**src/verilog/tpc_cfg.svh**
```systemverilog
// tpc_cfg.svh: addresses, field positions, reset values and timing counts
// assumes: included by the touch pacing control package and modules only
`ifndef TPC_CFG_SVH
`define TPC_CFG_SVH

`define TPC_ADDR_W 4
`define TPC_DATA_W 16
`define TPC_ADDR_TIMING 4'hC
`define TPC_ADDR_PACING 4'hD
`define TPC_LONG_SAMPLE_BIT 0
`define TPC_WAIT_DETECT_BIT 1
`define TPC_BATCH_SEL_LSB 0
`define TPC_BATCH_SEL_W 3
`define TPC_TIMING_RESET 2'h0
`define TPC_PACING_RESET 3'h0
`define TPC_SEL_NONE 3'h0
`define TPC_SEL_1000 3'h1
`define TPC_SEL_500 3'h2

`define TPC_CLK_MHZ 40
`define TPC_LONG_SAMPLE_NS 500
// least time: round up to whole cycles
`define TPC_LONG_SAMPLE_CYC ((`TPC_LONG_SAMPLE_NS * `TPC_CLK_MHZ + 999) / 1000)
`define TPC_BATCH_1000_US 1000
`define TPC_BATCH_500_US 2000
`define TPC_BATCH_1000_CYC (`TPC_BATCH_1000_US * `TPC_CLK_MHZ)
`define TPC_BATCH_500_CYC (`TPC_BATCH_500_US * `TPC_CLK_MHZ)
`define TPC_SAMPLE_BASE_CYC 4

`endif

```
**src/verilog/tpc_pkg.sv**
```systemverilog
// tpc_pkg: state types of the touch pacing control block
// assumes: tpc_cfg.svh on the include path
`include "tpc_cfg.svh"

package tpc_pkg;

	typedef enum logic [2:0] {
		TPC_IDLE = 3'h1,
		TPC_RUN = 3'h2,
		TPC_WAIT = 3'h4
	} tpc_batch_state_t;

	typedef struct packed {
		logic wait_detect_en;
		logic long_sample_en;
		logic [`TPC_BATCH_SEL_W-1:0] batch_sel;
		logic [`TPC_DATA_W-1:0] rdata;
		logic pin;
		logic sample_busy;
		tpc_batch_state_t batch;
		logic set_go;
		logic scan_stop;
	} tpc_state_t;

endpackage : tpc_pkg

```
**src/verilog/tpc_down_cnt.sv**
```systemverilog
// tpc_down_cnt: loadable down counter, holds at zero
// assumes: single clock, clock enable freezes it
`timescale 1ns/1ps
`default_nettype none

module tpc_down_cnt #(
	parameter int W = 8
) (
	input wire logic clk_i,
	input wire logic rst_n_i,
	input wire logic ce_i,
	input wire logic load_i,
	input wire logic [W-1:0] load_val_i,
	output logic zero_o
);
	logic [W-1:0] count;
	logic [W-1:0] next_count;

	always_comb begin
		next_count = count;
		if (load_i) begin
			next_count = load_val_i;
		end else if (count != '0) begin
			next_count = count - W'(1);
		end
	end

	always_ff @(posedge clk_i or negedge rst_n_i) begin
		if (!rst_n_i) begin
			count <= '0;
		end else if (ce_i) begin
			count <= next_count;
		end
	end

	assign zero_o = (count == '0);

endmodule : tpc_down_cnt

`default_nettype wire

```
**src/verilog/tpc_ctrl.sv**
```systemverilog
// tpc_ctrl: configuration, wait detection, sample stretch and batch pacing
// assumes: register port driven by the serial transport, sequencer strobes synchronous
//
// Contract
// - Wait-detect enable keeps touch sensing alive while waiting for convert.
// - During wait detection, pin driven high when no touch is seen.
// - Long-sample bit adds 500 ns to every sampling phase.
// - Wait-detect enable is timing register bit 1, read/write, resets 0.
// - Long-sample enable is timing register bit 0, read/write, resets 0.
// - Pacing register at Dh resets zero; selector in bits 2-0.
// - Selector 0 unpaced, 1 gives 1000 sets/s, 2 gives 500 sets/s.
// - After a set, idle until delay ends; continue only if touch persists.
// - If a set outlasts the delay, the set itself sets the pace.
`timescale 1ns/1ps
`default_nettype none
`include "tpc_cfg.svh"

module tpc_ctrl
	import tpc_pkg::*;
#(
	parameter int SAMPLE_BASE_CYC = `TPC_SAMPLE_BASE_CYC,
	parameter int BATCH_1000_CYC = `TPC_BATCH_1000_CYC,
	parameter int BATCH_500_CYC = `TPC_BATCH_500_CYC,
	parameter int BATCH_W = 17,
	parameter int SAMPLE_W = 8
) (
	input wire logic clk_i,
	input wire logic rst_n_i,
	input wire logic ce_i,
	input wire logic reg_wr_i,
	input wire logic reg_rd_i,
	input wire logic [`TPC_ADDR_W-1:0] reg_addr_i,
	input wire logic [`TPC_DATA_W-1:0] reg_wdata_i,
	output logic [`TPC_DATA_W-1:0] reg_rdata_o,
	input wire logic pen_touch_i,
	input wire logic host_wait_i,
	input wire logic pin_level_i,
	output logic pen_irq_data_avail_pin_o,
	input wire logic sample_start_i,
	output logic sample_busy_o,
	input wire logic set_start_i,
	input wire logic set_done_i,
	output logic set_go_o,
	output logic scan_stop_o,
	output logic batch_wait_o
);
	tpc_state_t s;
	tpc_state_t next_s;
	logic sample_zero;
	logic batch_zero;
	logic [SAMPLE_W-1:0] sample_len;
	logic [BATCH_W-1:0] batch_len;
	logic paced;

	// stretch length picked at the start strobe; a later bit change waits for the next sample
	// busy spans the count down to zero inclusive, so the load is one short
	always_comb begin
		sample_len = SAMPLE_W'(SAMPLE_BASE_CYC - 1);
		if (s.long_sample_en) begin
			sample_len = SAMPLE_W'(SAMPLE_BASE_CYC + `TPC_LONG_SAMPLE_CYC - 1);
		end
		case (s.batch_sel)
			`TPC_SEL_1000: batch_len = BATCH_W'(BATCH_1000_CYC);
			`TPC_SEL_500: batch_len = BATCH_W'(BATCH_500_CYC);
			default: batch_len = '0;
		endcase
	end

	// unlisted selector codes fall back to unpaced operation
	assign paced = (batch_len != '0);

	tpc_down_cnt #(.W(SAMPLE_W)) u_sample_cnt (
		.clk_i(clk_i),
		.rst_n_i(rst_n_i),
		.ce_i(ce_i),
		.load_i(sample_start_i),
		.load_val_i(sample_len),
		.zero_o(sample_zero)
	);

	// delay runs from the start of a set, so a long set eats into it
	tpc_down_cnt #(.W(BATCH_W)) u_batch_cnt (
		.clk_i(clk_i),
		.rst_n_i(rst_n_i),
		.ce_i(ce_i),
		.load_i(set_start_i),
		.load_val_i(batch_len),
		.zero_o(batch_zero)
	);

	always_comb begin
		next_s = s;
		next_s.set_go = 1'b0;
		next_s.scan_stop = 1'b0;
		if (reg_wr_i && reg_addr_i == `TPC_ADDR_TIMING) begin
			next_s.wait_detect_en = reg_wdata_i[`TPC_WAIT_DETECT_BIT];
			next_s.long_sample_en = reg_wdata_i[`TPC_LONG_SAMPLE_BIT];
		end
		if (reg_wr_i && reg_addr_i == `TPC_ADDR_PACING) begin
			next_s.batch_sel = reg_wdata_i[`TPC_BATCH_SEL_LSB +: `TPC_BATCH_SEL_W];
		end
		if (reg_rd_i) begin
			next_s.rdata = '0;
			if (reg_addr_i == `TPC_ADDR_TIMING) begin
				next_s.rdata[`TPC_WAIT_DETECT_BIT] = s.wait_detect_en;
				next_s.rdata[`TPC_LONG_SAMPLE_BIT] = s.long_sample_en;
			end else if (reg_addr_i == `TPC_ADDR_PACING) begin
				next_s.rdata[`TPC_BATCH_SEL_LSB +: `TPC_BATCH_SEL_W] = s.batch_sel;
			end
		end
		// background sensing only matters while the host owes a convert
		if (s.wait_detect_en && host_wait_i) begin
			next_s.pin = !pen_touch_i;
		end else begin
			next_s.pin = pin_level_i;
		end
		if (sample_start_i) begin
			next_s.sample_busy = 1'b1;
		end else if (s.sample_busy && sample_zero) begin
			next_s.sample_busy = 1'b0;
		end
		case (s.batch)
			TPC_IDLE: begin
				if (set_start_i) begin
					next_s.batch = TPC_RUN;
				end
			end
			TPC_RUN: begin
				if (set_done_i) begin
					if (paced && !batch_zero) begin
						next_s.batch = TPC_WAIT;
					end else begin
						// set outlasted the delay or no delay: go at once if touch persists, else stop scan
						next_s.set_go = pen_touch_i;
						next_s.scan_stop = !pen_touch_i;
						next_s.batch = TPC_IDLE;
					end
				end
			end
			TPC_WAIT: begin
				if (batch_zero) begin
					next_s.set_go = pen_touch_i;
					next_s.scan_stop = !pen_touch_i;
					next_s.batch = TPC_IDLE;
				end
			end
			default: begin
				next_s.batch = TPC_IDLE;
			end
		endcase
	end

	always_ff @(posedge clk_i or negedge rst_n_i) begin
		if (!rst_n_i) begin
			s.wait_detect_en <= 1'(`TPC_TIMING_RESET >> `TPC_WAIT_DETECT_BIT);
			s.long_sample_en <= 1'(`TPC_TIMING_RESET >> `TPC_LONG_SAMPLE_BIT);
			s.batch_sel <= `TPC_PACING_RESET;
			s.rdata <= '0;
			s.pin <= 1'b0;
			s.sample_busy <= 1'b0;
			s.batch <= TPC_IDLE;
			s.set_go <= 1'b0;
			s.scan_stop <= 1'b0;
		end else if (ce_i) begin
			s <= next_s;
		end
	end

	assign reg_rdata_o = s.rdata;
	assign pen_irq_data_avail_pin_o = s.pin;
	assign sample_busy_o = s.sample_busy;
	assign set_go_o = s.set_go;
	assign scan_stop_o = s.scan_stop;
	assign batch_wait_o = (s.batch == TPC_WAIT);
endmodule : tpc_ctrl

`default_nettype wire

```
**config.mk**
```make
export PLATFORM = sky130hd
export DESIGN_NAME = tpc_ctrl
export DESIGN_NICKNAME = d
export VERILOG_FILES = /design/src/verilog/tpc_pkg.sv /design/src/verilog/tpc_down_cnt.sv /design/src/verilog/tpc_ctrl.sv
export VERILOG_INCLUDE_DIRS = /design/src /design/src/verilog
export SDC_FILE = /design/constraint.sdc
export NUM_CORES = 1
export LEC_CHECK = 0
export BUFFER_PORTS_ARGS = -buffer_cell sky130_fd_sc_hd__buf_2
export CAP_MARGIN = 30
export CORE_AREA = 2 2 62 94
export CTS_BUF_LIST = sky130_fd_sc_hd__clkbuf_8
export CTS_CLUSTER_DIAMETER = 50
export CTS_CLUSTER_SIZE = 8
export DETAILED_ROUTE_END_ITERATION = 6
export DIE_AREA = 0 0 64 96
export PLACE_DENSITY_LB_ADDON = 0.3
export SYNTH_ARGS = -nofsm -noshare
export SYNTH_HDL_FRONTEND = slang
export SYNTH_SLANG_ARGS = --single-unit
```
**constraint.sdc**
```tcl
create_clock -name clk_i -period 4.5 [get_ports clk_i]
set_input_delay 0.225 -clock clk_i [delete_from_list [all_inputs] [get_ports clk_i]]
set_output_delay 0.225 -clock clk_i [all_outputs]
set_load 0.03 [all_outputs]
```
* Word level (Yosys, flattened, before mapping)
Cells that the tools add are included.
** Word-level totals
- Bits of input ports :: 31
- Bits in registers :: 40
** Operators by class
- Muxes and demuxes :: 19
- Add/subtract/negate cells :: 2
- Eq/ne operators :: 10
- Reduce and logical (&&, ||, !) cells :: 22
** Operator list (count)
- $mux W17 :: 2
- $pmux W17 S2 :: 1
- $reduce_bool A17 Y1 :: 2
- $logic_not A17 Y1 :: 1
- $sub A17 B1 Y17 const B :: 1
- $mux W8 :: 2
- $mux W5 :: 3
- $reduce_and A2 Y1 :: 6
- $mux W3 :: 3
- $pmux W3 S3 :: 1
- $eq A4 B4 Y1 const B :: 2
- $logic_not A8 Y1 :: 1
- $reduce_bool A8 Y1 :: 1
- $sub A8 B1 Y8 const B :: 1
- $eq A3 B1 Y1 const B :: 2
- $eq A3 B2 Y1 const B :: 2
- $reduce_bool A2 Y1 :: 3
- $logic_and A1 B1 Y1 :: 5
- $mux W1 :: 4
- $mux W2 :: 2
- $ne A2 B2 Y1 const B :: 2
- $pmux W2 S2 :: 1
- $reduce_and A4 Y1 :: 1
- $eq A3 B3 Y1 const B :: 1
- other kinds (2) :: 3

* Depth between registers and ports, before layout
Gate-level depths: netlist (run 1).
- Depth after elaboration :: 7
- Depth in mapped cells :: 7
- Mapped depth without buffers :: 6

* By module
Synthesis (run 1) repeated with hierarchy kept, for this count alone.
** Unflattened totals
- Cells, all modules :: 302
- Area, all modules :: 2707.6 um^2
** Modules (own cells, without submodules)
- tpc_down_cnt (u_batch_cnt) :: area each 1229.9 um^2, instances 1, cells an instance 147
- tpc_ctrl :: area each 955.9 um^2, instances 1, cells an instance 95
- tpc_down_cnt (u_sample_cnt) :: area each 521.8 um^2, instances 1, cells an instance 60

* Worst setup path before layout (run 1)
No wires, ideal clock.
- Path kind :: register to register
- Start point :: register u_batch_cnt.count[0]
- End point :: register u_batch_cnt.count[6]
- Data arrival time :: 1.922 ns
- Slack :: 2.457 ns
- Setup time :: 0.121 ns
- Required time :: 4.379 ns
- Stages on the path, launching flop included :: 8
- Path buffers :: 1
- Path through :: dfrtp_1 -> inv_1 -> ha_1 -> or4b_2 -> nor4_4 -> buf_6 -> o311ai_0 -> a22o_1
** Between the ends
- Longest elaborated chain between the ends :: 3
- Elaborated cells between the ends (all ways) :: 6
- Those cells by class :: add/sub: 1; mux: 2; reduce/logical: 3
** Ends and longest elaborated chain
- start, declared :: RTL line tpc_down_cnt.sv:16 : logic [W-1:0] count;
- start signal, assigned :: RTL line tpc_down_cnt.sv:32 : count <= next_count;
- $sub A17 B1 Y17 / $reduce_bool A17 Y1 (equally long branches) :: RTL line tpc_down_cnt.sv:24, tpc_down_cnt.sv:23
- $mux W17 / $reduce_bool A2 Y1 (equally long branches)
- $mux W17 / $reduce_and A2 Y1 (equally long branches)
Parallel ways exist; a longest one is shown, timed or not. The select of a mux whose other input is x is not followed.
A chain may end at the register's enable or synchronous reset.

* Final worst setup path (run 1)
- Start point :: register u_batch_cnt.count[0]
- End point :: register s (netlist bit set_go_o)
** Between the ends
- Longest elaborated chain between the ends :: 6
- Elaborated cells between the ends (all ways) :: 7
- Those cells by class :: mux: 4; reduce/logical: 3
** Ends and longest elaborated chain
- $logic_not A17 Y1 (*) :: RTL line tpc_down_cnt.sv:36 : assign zero_o = (count == '0);
- $logic_not A1 Y1 :: RTL line tpc_ctrl.sv:130 : if (paced && !batch_zero) begin
- $logic_and A1 B1 Y1 :: RTL line tpc_ctrl.sv:130
- $mux W2 :: RTL line tpc_ctrl.sv:130
- $mux W5 :: RTL line tpc_ctrl.sv:129 : if (set_done_i) begin
- $pmux W2 S2 (*) :: RTL line tpc_ctrl.sv:122 : case (s.batch)
- end signal, assigned :: RTL line tpc_ctrl.sv:165 : s <= next_s;
- end, declared :: RTL line tpc_ctrl.sv:47 : tpc_state_t s;
Mark *: on every way between the ends. The rest lies on a longest branch, timed or not. The select of a mux whose other input is x is not followed.

==> qor.txt, run 1 <==
WL/cell: 15.7 µm
Synth warnings: 0
post-synth cell types: 65
largest net degree at the start of global routing: 41
final period demand of the worst path: 2.51 ns
cell taking the most area after synthesis: dfrtp_1
via count: 2190
Detailed Routing Iterations Pass 1: 4
Die W: 64 µm
crit path kind: reg2reg
Hold Slack: 0.0626 ns
Commonest cells post-synth: dfrtp_1 (39), nand2_1 (23), buf_4 (16)
hold buffer count at cts: 0
vias in the first global route: 2088
Setup Fix Bufs, Post-CTS: 0
Clock Latency Late Sink: 0.29 ns
Non-Filler Instances: 367
Port Buf Inserts: 25
Total Power: 1440 µW
number of placement rows: 33
Worst-Margin Slew: 0.981 ns
CTS Root Cell: clkbuf_8
gpl congestion: 0.833
worst-path fanout max: 11
n_diodes: 0
Reg clk slew, reported paths: 0.08 ns
Final Hold Viols: 0
Final HPWL DP: 4100 µm
DRC: 0
status: finished clean
Fill cells: 509
# clock sinks: 40
Synth async-reset ratio: 100%
leakage: 0.00123 µW
final wirelength: 5770 µm
maxcap violations: 0
largest cells by area after synthesis: dfrtp_1 (38%), buf_4 (4.6%), nand2_1 (3.3%), a21oi_1 (2.5%), inv_1 (2.2%)
layout cells sized above 1: 18.5%
post-CTS sizing: 0
Net count, final: 330
initial antenna violation count: 0
placed cells: 359
Area Overhead vs Synth: 5.93%
core footprint: 5330 µm²
WP data required: 4.66 ns
worst vdd ir: 0.000307 V
ys flop type: dfrtp_1
PD cells: 523 nW/µm²
Startpoint Class: flip-flop
Slew headroom: 33.7%
Hold Path Class: in2async
CTS max path bufs: 2
TritonCTS Buffers: 5
sequential share of the synthesized area: 38.6%
Die ar.: 6140 µm²
first-pass GRT wire length: 9650 µm
syn avg cell area: 9.23 µm²
die height: 96 µm
Setup Skew: 0.00928 ns
Crit. End Element: flip-flop
htree depth: 2
max-slew violations: 0
share of the synthesized area in the top cell type: 37.6%
Initial Utilization: 48.7%
Synth Register Bits: 40
# IOs: 52
Post-synth EDFFs: 0
Setup TNS: 0 ns
mean number of vias per cell: 5.97
Worst Path Arrival: 2.67 ns
RSZ-0062 raised after global routing: false
achievable frequency: 398 MHz
Synth Cell Area: 2590 µm²
Gate Count Post-Synth: 281
CTS tree: done
period utilization: 55.8%
number of DRC markers in iteration 0: 92
GRT overflow: 0
setup violators final: 0
ANT nets after route: 0
top-count cell post-synth: dfrtp_1
GRT Util Overall: 20.0%
## stage by stage
| step | setup slack [ns] | utilization (%) | cell area, µm² |
|---|---|---|---|
| finish | 1.99 | 51.6 | 2750 |
| global route | 1.87 | 51.6 | 2750 |
| CTS | 2.00 | 51.6 | 2750 |
| detailed placement | 2.05 | 49.8 | 2660 |
| global placement | 2.10 | 49.8 | 2660 |
| floorplan | 2.46 | - | 2640 |
## layout by cell type (no fill, tap or decap), types with 4 or more instances in the layout
cell       n
clkbuf_8   6
nand2b_1   5
a21oi_1   13
mux2_2     5
nor2_1    14
nor4_1     8
o311ai_0   4
o31ai_1    6
inv_1     15
buf_2     25
nand4_1    4
a31oi_1    4
conb_1    13
a21o_1     7
mux2i_1    4
nor3_1    11
o21ai_0    8
nand2_1   23
dfrtp_1   39
nor3b_1    5
nand3_1    7
o41ai_1    4
## worst max-delay path: stages, from the launching register on
cell and delay [ns]:
dfrtp_1 0.43, inv_1 0.12, ha_1 0.17, or4b_2 0.66, nor4_4 0.49, a21oi_1 0.19
o41ai_1 0.31
## power breakdown
| group | switching (µW) | internal [µW] | total [µW] |
|---|---|---|---|
| Sequential | 156 | 472 | 628 |
| Combinational | 319 | 242 | 561 |
| Clock | 124 | 122 | 246 |
| Total | 599 | 836 | 1440 |
## metal layers
layer	track usage, %	up-vias	wire length (µm)
li1	-	1060	-
met1	22.1	1066	2380
met2	36.5	50	3070
met3	3.51	14	187
met4	10.1	0	136
met5	0	-	0
## flip-flops by register name (all words and copies together), names as in the netlist
signal and flops:
u_batch_cnt.count 17, sample_busy_o 1, scan_stop_o 1, pen_irq_data_avail_pin_o 1, s 8, set_go_o 1
u_sample_cnt.count 8, reg_rdata_o 3
## layout make-up
cell class                      instances  area [µm²]  area share (%)
Timing Repair Buffer                   26         133            4.83
Clock buffer                            6        82.6            3.01
Tap cell                               70        87.6            3.19
Inverter                               16        60.1            2.19
Sequential cell                        40        1000            36.5
Clock inverter                          2        10.0           0.364
Multi-Input combinational cell        207        1370            50.0
## worst paths after layout
| kind | start | end | slack (ns) | cells past startpoint |
|---|---|---|---|---|
| hold / removal | rst_n_i | u_batch_cnt.count[14] | 0.06 | 1 |
| min in group clk_i | reg_wdata_i[2] | s[25] | 0.18 | 2 |
| setup reg to reg | u_batch_cnt.count[0] | set_go_o | 1.99 | 6 |
| setup / recovery | u_batch_cnt.count[0] | set_go_o | 1.99 | 6 |
| hold reg to reg | reg_rdata_o[1] | reg_rdata_o[1] | 0.49 | 2 |
| max in group asynchronous | rst_n_i | u_sample_cnt.count[4] | 3.86 | 1 |
## kinds of logic after synthesis
| family | count (synthesis) | share of synthesized area (%) |
|---|---|---|
| xor+xnor | 1 | 0.338 |
| fa+ha+maj | 3 | 1.45 |
| mux | 10 | 4.15 |
| flops | 40 | 38.6 |
| other cells | 1 | 0.145 |
| buf+inv | 46 | 10.2 |
| compound gates | 76 | 21.3 |
| simple gates | 104 | 23.8 |
No activity file was read; power rests on OpenSTA's default activity.
==> run 2: changes to the inputs <==
clock period = 2.2 ns   (was 4.5 ns; I/O delays follow)
==> run 2 against run 1 <==
Net effect:
- flip-flop and latch count stayed put
- sequential power is 100% higher
- wire length is 5.6% higher
- worst hold slack worse by 0.016 ns
- die area stayed put
- utilization is 3.7 points higher
- non-clock buffer count is 23 higher
- critical path depth stayed put
- fmax is 19% higher
- cell area is 7.2% higher
- critical path type unchanged
- critical endpoint is now u_sample_cnt.count[1]
==> qor.txt, run 2 (synthesized netlist as in run 1, its figures left out) <==
vias in the first global route: 2186
Area Overhead vs Synth: 13.6%
status: finished clean
CTS tree: done
Crit. End Element: flip-flop
Initial Utilization: 48.7%
via count: 2333
# IOs: 52
R2R Path Start: u_sample_cnt.count[0]
Biggest register: u_batch_cnt.count
Die ar.: 6140 µm²
Hold Path Class: in2reg
Total Power: 3160 µW
WL/cell: 15.6 µm
gpl congestion: 0.853
Startpoint Class: flip-flop
Final HPWL DP: 4490 µm
setup violators final: 0
Pint: 1860 µW
# clock sinks: 40
crit path kind: reg2reg
GRT Util Overall: 21.5%
final wirelength: 6090 µm
maxcap violations: 0
largest registers: u_batch_cnt.count (17), s (8), u_sample_cnt.count (8)
largest net degree at the start of global routing: 23
WP data required: 2.38 ns
register share of total power: 40.6%
max FFs per register: 17
PD cells: 1070 nW/µm²
ANT nets after route: 0
Switching Share: 41.0%
core footprint: 5330 µm²
Final Cell Area: 2950 µm²
htree depth: 2
Worst Path Arrival: 2.29 ns
Slew headroom: 57.5%
Worst Setup SP: u_sample_cnt.count[0]
DP Area: 2810 µm²
Fill cells: 502
combinational cell fraction of total power: 43.6%
CTS Root Cell: clkbuf_8
max-slew violations: 0
die height: 96 µm
final period demand of the worst path: 2.11 ns
initial antenna violation count: 0
number of DRC markers in iteration 0: 102
leakage: 0.00135 µW
DRC: 0
worst-path fanout max: 4
TritonCTS Buffers: 5
leading cell type in the layout, fill and taps excluded: dfrtp_1
power share of the clock group: 15.8%
Setup Skew: 0.00798 ns
GRT overflow: 0
commonest cells after routing, fill and taps aside: dfrtp_1 (39), buf_2 (25), nand2_1 (23)
layout cells sized above 1: 24.4%
number of placement rows: 33
Detailed Routing Iterations Pass 1: 4
net switching power figure: 1300 µW
achievable frequency: 475 MHz
period utilization: 95.8%
first-pass GRT wire length: 10200 µm
worst vdd ir: 0.000596 V
Clock Latency Late Sink: 0.30 ns
n_diodes: 0
Port Buf Inserts: 25
CTS max path bufs: 2
mean number of vias per cell: 5.98
Reg clk slew, reported paths: 0.07 ns
Worst-Margin Slew: 0.630 ns
Net count, final: 353
Die W: 64 µm
HP Start: pen_touch_i
Final Hold Viols: 0
run 2: layout make-up:
cell class / count / area (µm²) / share of cell area, %
Clock buffer: 6 / 82.6 / 2.80
Tap cell: 70 / 87.6 / 2.97
Timing Repair Buffer: 49 / 312 / 10.6
Sequential cell: 40 / 1000 / 34.0
Inverter: 16 / 60.1 / 2.04
Clock inverter: 2 / 7.51 / 0.255
Multi-Input combinational cell: 207 / 1390 / 47.3
run 2: power by group through the flow:
stage / Combinational, µW / Clock (µW) / Sequential, µW
3_3_place_gp: 1290 / 0 / 1270
2_1_floorplan: 1030 / 0 / 1200
4_1_cts: 1330 / 510 / 1270
6_report: 1380 / 500 / 1280
5_1_grt: 1540 / 545 / 1330
3_5_place_dp: 1320 / 0 / 1280
run 2: metrics by stage:
| step | cells | setup WS [ns] | utilization (%) | TNS [ns] | hold slack (ns) |
|---|---|---|---|---|---|
| 3_3_place_gp | 380 | 0.0914 | 52.8 | 0 | 0.122 |
| 4_1_cts | 389 | 0.0101 | 54.7 | 0 | 0.0599 |
| 2_1_floorplan | 293 | 0.157 | - | 0 | -0.186 |
| 5_1_grt | 390 | -0.00632 | 55.3 | -0.00881 | 0.0505 |
| 3_5_place_dp | 380 | 0.0339 | 52.8 | 0 | 0.116 |
| 6_report | 390 | 0.0929 | 55.3 | 0 | 0.0470 |
run 2: layer usage:
layer / share of wire [%] / track usage (%)
met3: 3.0 / 2.46
met2: 53 / 39.6
met4: 2.4 / 8.88
met5: 0 / 0
met1: 41 / 25.1
run 2: final timing paths:
path | endpoint | slack, ns | depth (start not counted)
max | u_sample_cnt.count[1] | 0.09 | 6
min | scan_stop_o | 0.05 | 2
max reg2reg | u_sample_cnt.count[1] | 0.09 | 6
min reg2reg | reg_rdata_o[0] | 0.49 | 2
max in group asynchronous | s[2] | 1.25 | 3
min in group asynchronous | u_batch_cnt.count[12] | 0.32 | 2
run 2: worst max-delay path: stages, from the launching register on:
cell and delay, ns:
dfrtp_1 0.39, inv_1 0.11, ha_2 0.22, or4b_2 0.65, or3_1 0.42, a21oi_1 0.16, a21oi_1 0.05
run 2: timing repair:
action / in CTS / in global routing
gates resized for setup: 0 / 6
setup buffers: 0 / 1
endpoints found under the hold margin: 20 / 0
hold buffers: 1 / 0
endpoints found under the setup margin: 0 / 9
==> run 3: changes to the inputs <==
ABC_AREA = 1   (was default)
CORE_AREA = 2 2 62 93   (was 2 2 62 94)
DIE_AREA = 0 0 64 95   (was 0 0 64 96)
==> run 3 against run 2 <==
Net effect:
- cell count up 20%
- largest cell class unchanged
- via count down 2.2%
- combinational power down 22%
- total power down 11%
- clock skew about the same
- register-to-register slack better by 0.24 ns
- utilization down 3.0 points
- non-clock buffer count down 22
==> qor.txt, run 3 <==
status: finished clean
mean number of vias per cell: 4.89
Crit. End Element: flip-flop
htree depth: 2
gpl congestion: 0.860
die height: 95 µm
post-synthesis mux area share: 0%
reg2reg end: u_batch_cnt.count[13]
Crit path largest cell delay: 0.39 ns
Hold EP: s[25]
period utilization: 84.7%
Startpoint Class: flip-flop
Setup Skew: 0.00771 ns
Slew headroom: 39.9%
Hold Path Class: in2reg
CTS Root Cell: clkbuf_8
Reg clk slew, reported paths: 0.08 ns
leading cell type in the layout, fill and taps excluded: nand2_1
ANT nets after route: 0
Reg2Reg Depth: 11
ys flop type: dfrtp_1
max-slew violations: 0
final period demand of the worst path: 1.86 ns
# IOs: 52
number of DRC markers in iteration 0: 111
leakage: 0.00151 µW
worst vdd ir: 0.000464 V
area share of and/or/nand/nor cells after synthesis: 35.1%
n_diodes: 0
largest registers: u_batch_cnt.count (17), s (8), u_sample_cnt.count (8)
Net count, final: 430
post-route setup slack: 0.337 ns
CP max stage cell: dfrtp_1
post-synth cell types: 30
Setup Fix Bufs, Post-CTS: 0
HP Start: reg_wdata_i[2]
WP data required: 2.38 ns
max FFs per register: 17
sequential share of the synthesized area: 39.2%
Area Overhead vs Synth: 8.91%
largest cells by area after synthesis: dfrtp_1 (38%), nand2_1 (17%), nor2_1 (7.6%), inv_1 (6.0%), nand3_1 (4.9%)
crit path kind: reg2reg
largest family of logic cells by synthesized area: simple AND/OR/NAND/NOR gates
Synth Cell Area: 2560 µm²
cell taking the most area after synthesis: dfrtp_1
Worst Path Arrival: 2.05 ns
top-count cell post-synth: nand2_1
Synth Register Bits: 40
RSZ-0062 raised after global routing: false
syn avg cell area: 6.91 µm²
DRC: 0
TritonCTS Buffers: 5
crit path cell chain: inv_1, ha_1, inv_1, nor2_1, nand2_1, nor2_2, nand3_4, nand2_4, inv_2, nor2_1, nor2_1
reg2reg setup slack: 0.34 ns
Post-Synth XOR/XNOR Area: 2.74%
Final Hold Viols: 0
Worst-Margin Slew: 0.901 ns
Die ar.: 6080 µm²
R2R Path Start: u_batch_cnt.count[0]
Total Power: 2800 µW
most frequent CP cell: nor2_1
DP Worst Slack: 0.344 ns
Port Buf Inserts: 25
Commonest cells post-synth: nand2_1 (119), nor2_1 (52), inv_1 (41)
CTS tree: done
# clock sinks: 40
Setup TNS: 0 ns
share of the synthesized area in the top cell type: 38.2%
Initial Utilization: 48.0%
area share of fa/ha/maj cells after synthesis: 1.47%
Biggest register: u_batch_cnt.count
worst-path fanout max: 19
Clock Latency Late Sink: 0.29 ns
CTS max path bufs: 2
first-pass GRT wire length: 9140 µm
core footprint: 5330 µm²
number of placement rows: 33
WL/cell: 11.3 µm
vias in the first global route: 2140
Gate Count Post-Synth: 370
Die W: 64 µm
via count: 2282
hold buffer count at cts: 1
Detailed Routing Iterations Pass 1: 4
post-CTS sizing: 0
WHS Path Cells: 3
maxcap violations: 0
GRT overflow: 0
commonest cells after routing, fill and taps aside: nand2_1 (119), nor2_1 (52), inv_1 (42)
final wirelength: 5280 µm
PD cells: 1010 nW/µm²
achievable frequency: 537 MHz
post-synthesis compound-gate area fraction: 9.10%
Synth warnings: 0
Synth async-reset ratio: 100%
Final HPWL DP: 3950 µm
Post-synth EDFFs: 0
setup violators final: 0
GRT Util Overall: 19.1%
initial antenna violation count: 0
largest net degree at the start of global routing: 41
layout cells sized above 1: 12.1%
==> run 3: cell count changes after synthesis, sizes merged, moves of 6 or more <==
cell / delta
clkbuf: -8
or4: -6
nor3: -8
nor2: +40
o21ai: +16
nand2: +98
nor4: -10
inv: +27
mux2: -6
nand3: +19
a21o: -7
==> run 3: metal layers <==
metal	track usage (%)	wire, µm	up-vias	share of wire [%]
met2	36.1	2910	36	55
met5	0	0	-	0
met3	3.10	126	9	2.4
met4	9.24	133	0	2.5
li1	-	-	1184	-
met1	20.1	2110	1053	40
==> run 3: worst max-delay path by stage <==
stage | depth (start not counted) | startpoint | slack, ns | end
2_1_floorplan | 4 | s[3] | 0.43 | s[4]
3_3_place_gp | 11 | u_batch_cnt.count[0] | 0.36 | u_batch_cnt.count[13]
3_5_place_dp | 11 | u_batch_cnt.count[0] | 0.34 | u_batch_cnt.count[13]
4_1_cts | 11 | u_batch_cnt.count[0] | 0.33 | u_batch_cnt.count[13]
5_1_grt | 11 | u_batch_cnt.count[0] | 0.13 | u_batch_cnt.count[13]
6_report | 11 | u_batch_cnt.count[0] | 0.34 | u_batch_cnt.count[13]
==> run 3: through the flow <==
step | instances | area [µm²] | util (%) | hold slack (ns)
floorplan | 382 | 2600 | - | -0.186
global placement | 458 | 2670 | 50.1 | 0.292
detailed placement | 458 | 2670 | 50.1 | 0.297
CTS | 467 | 2780 | 52.3 | 0.0791
global route | 467 | 2780 | 52.3 | 0.0802
finish | 467 | 2780 | 52.3 | 0.0777
==> run 3: cell families (layout without fill, tap and decap cells) <==
| family | after synthesis | in the layout |
|---|---|---|
| adder cells (fa/ha/maj) | 3 | 3 |
| XOR/XNOR | 8 | 8 |
| other | 1 | 13 |
| AO/OA/AOI/OAI | 42 | 42 |
| flip-flops | 40 | 40 |
| AND/OR/NAND/NOR | 214 | 214 |
| buffers and inverters | 62 | 77 |
==> run 3: critical path, delay by kind of cell (launching register included) <==
kind	cells	cell delay, ns
and+or+nand+nor	7	0.85
DFF	1	0.39
buffers and inverters	3	0.32
adders and majority gates	1	0.17
==> run 3: final cells by class <==
class | instances | area, µm²
inverter | 42 | 158
fill | 506 | 2540
tap | 70 | 87.6
sequential | 40 | 1000
timing repair buffer | 27 | 143
clock inverter | 3 | 38.8
clock buffer | 5 | 68.8
multi-input combinational | 280 | 1290
==> run 3: where the power goes <==
part / internal (µW) / switching [µW] / total [µW]
Combinational: 392 / 683 / 1080
Clock: 332 / 261 / 593
Sequential: 925 / 207 / 1130
Total: 1650 / 1150 / 2800
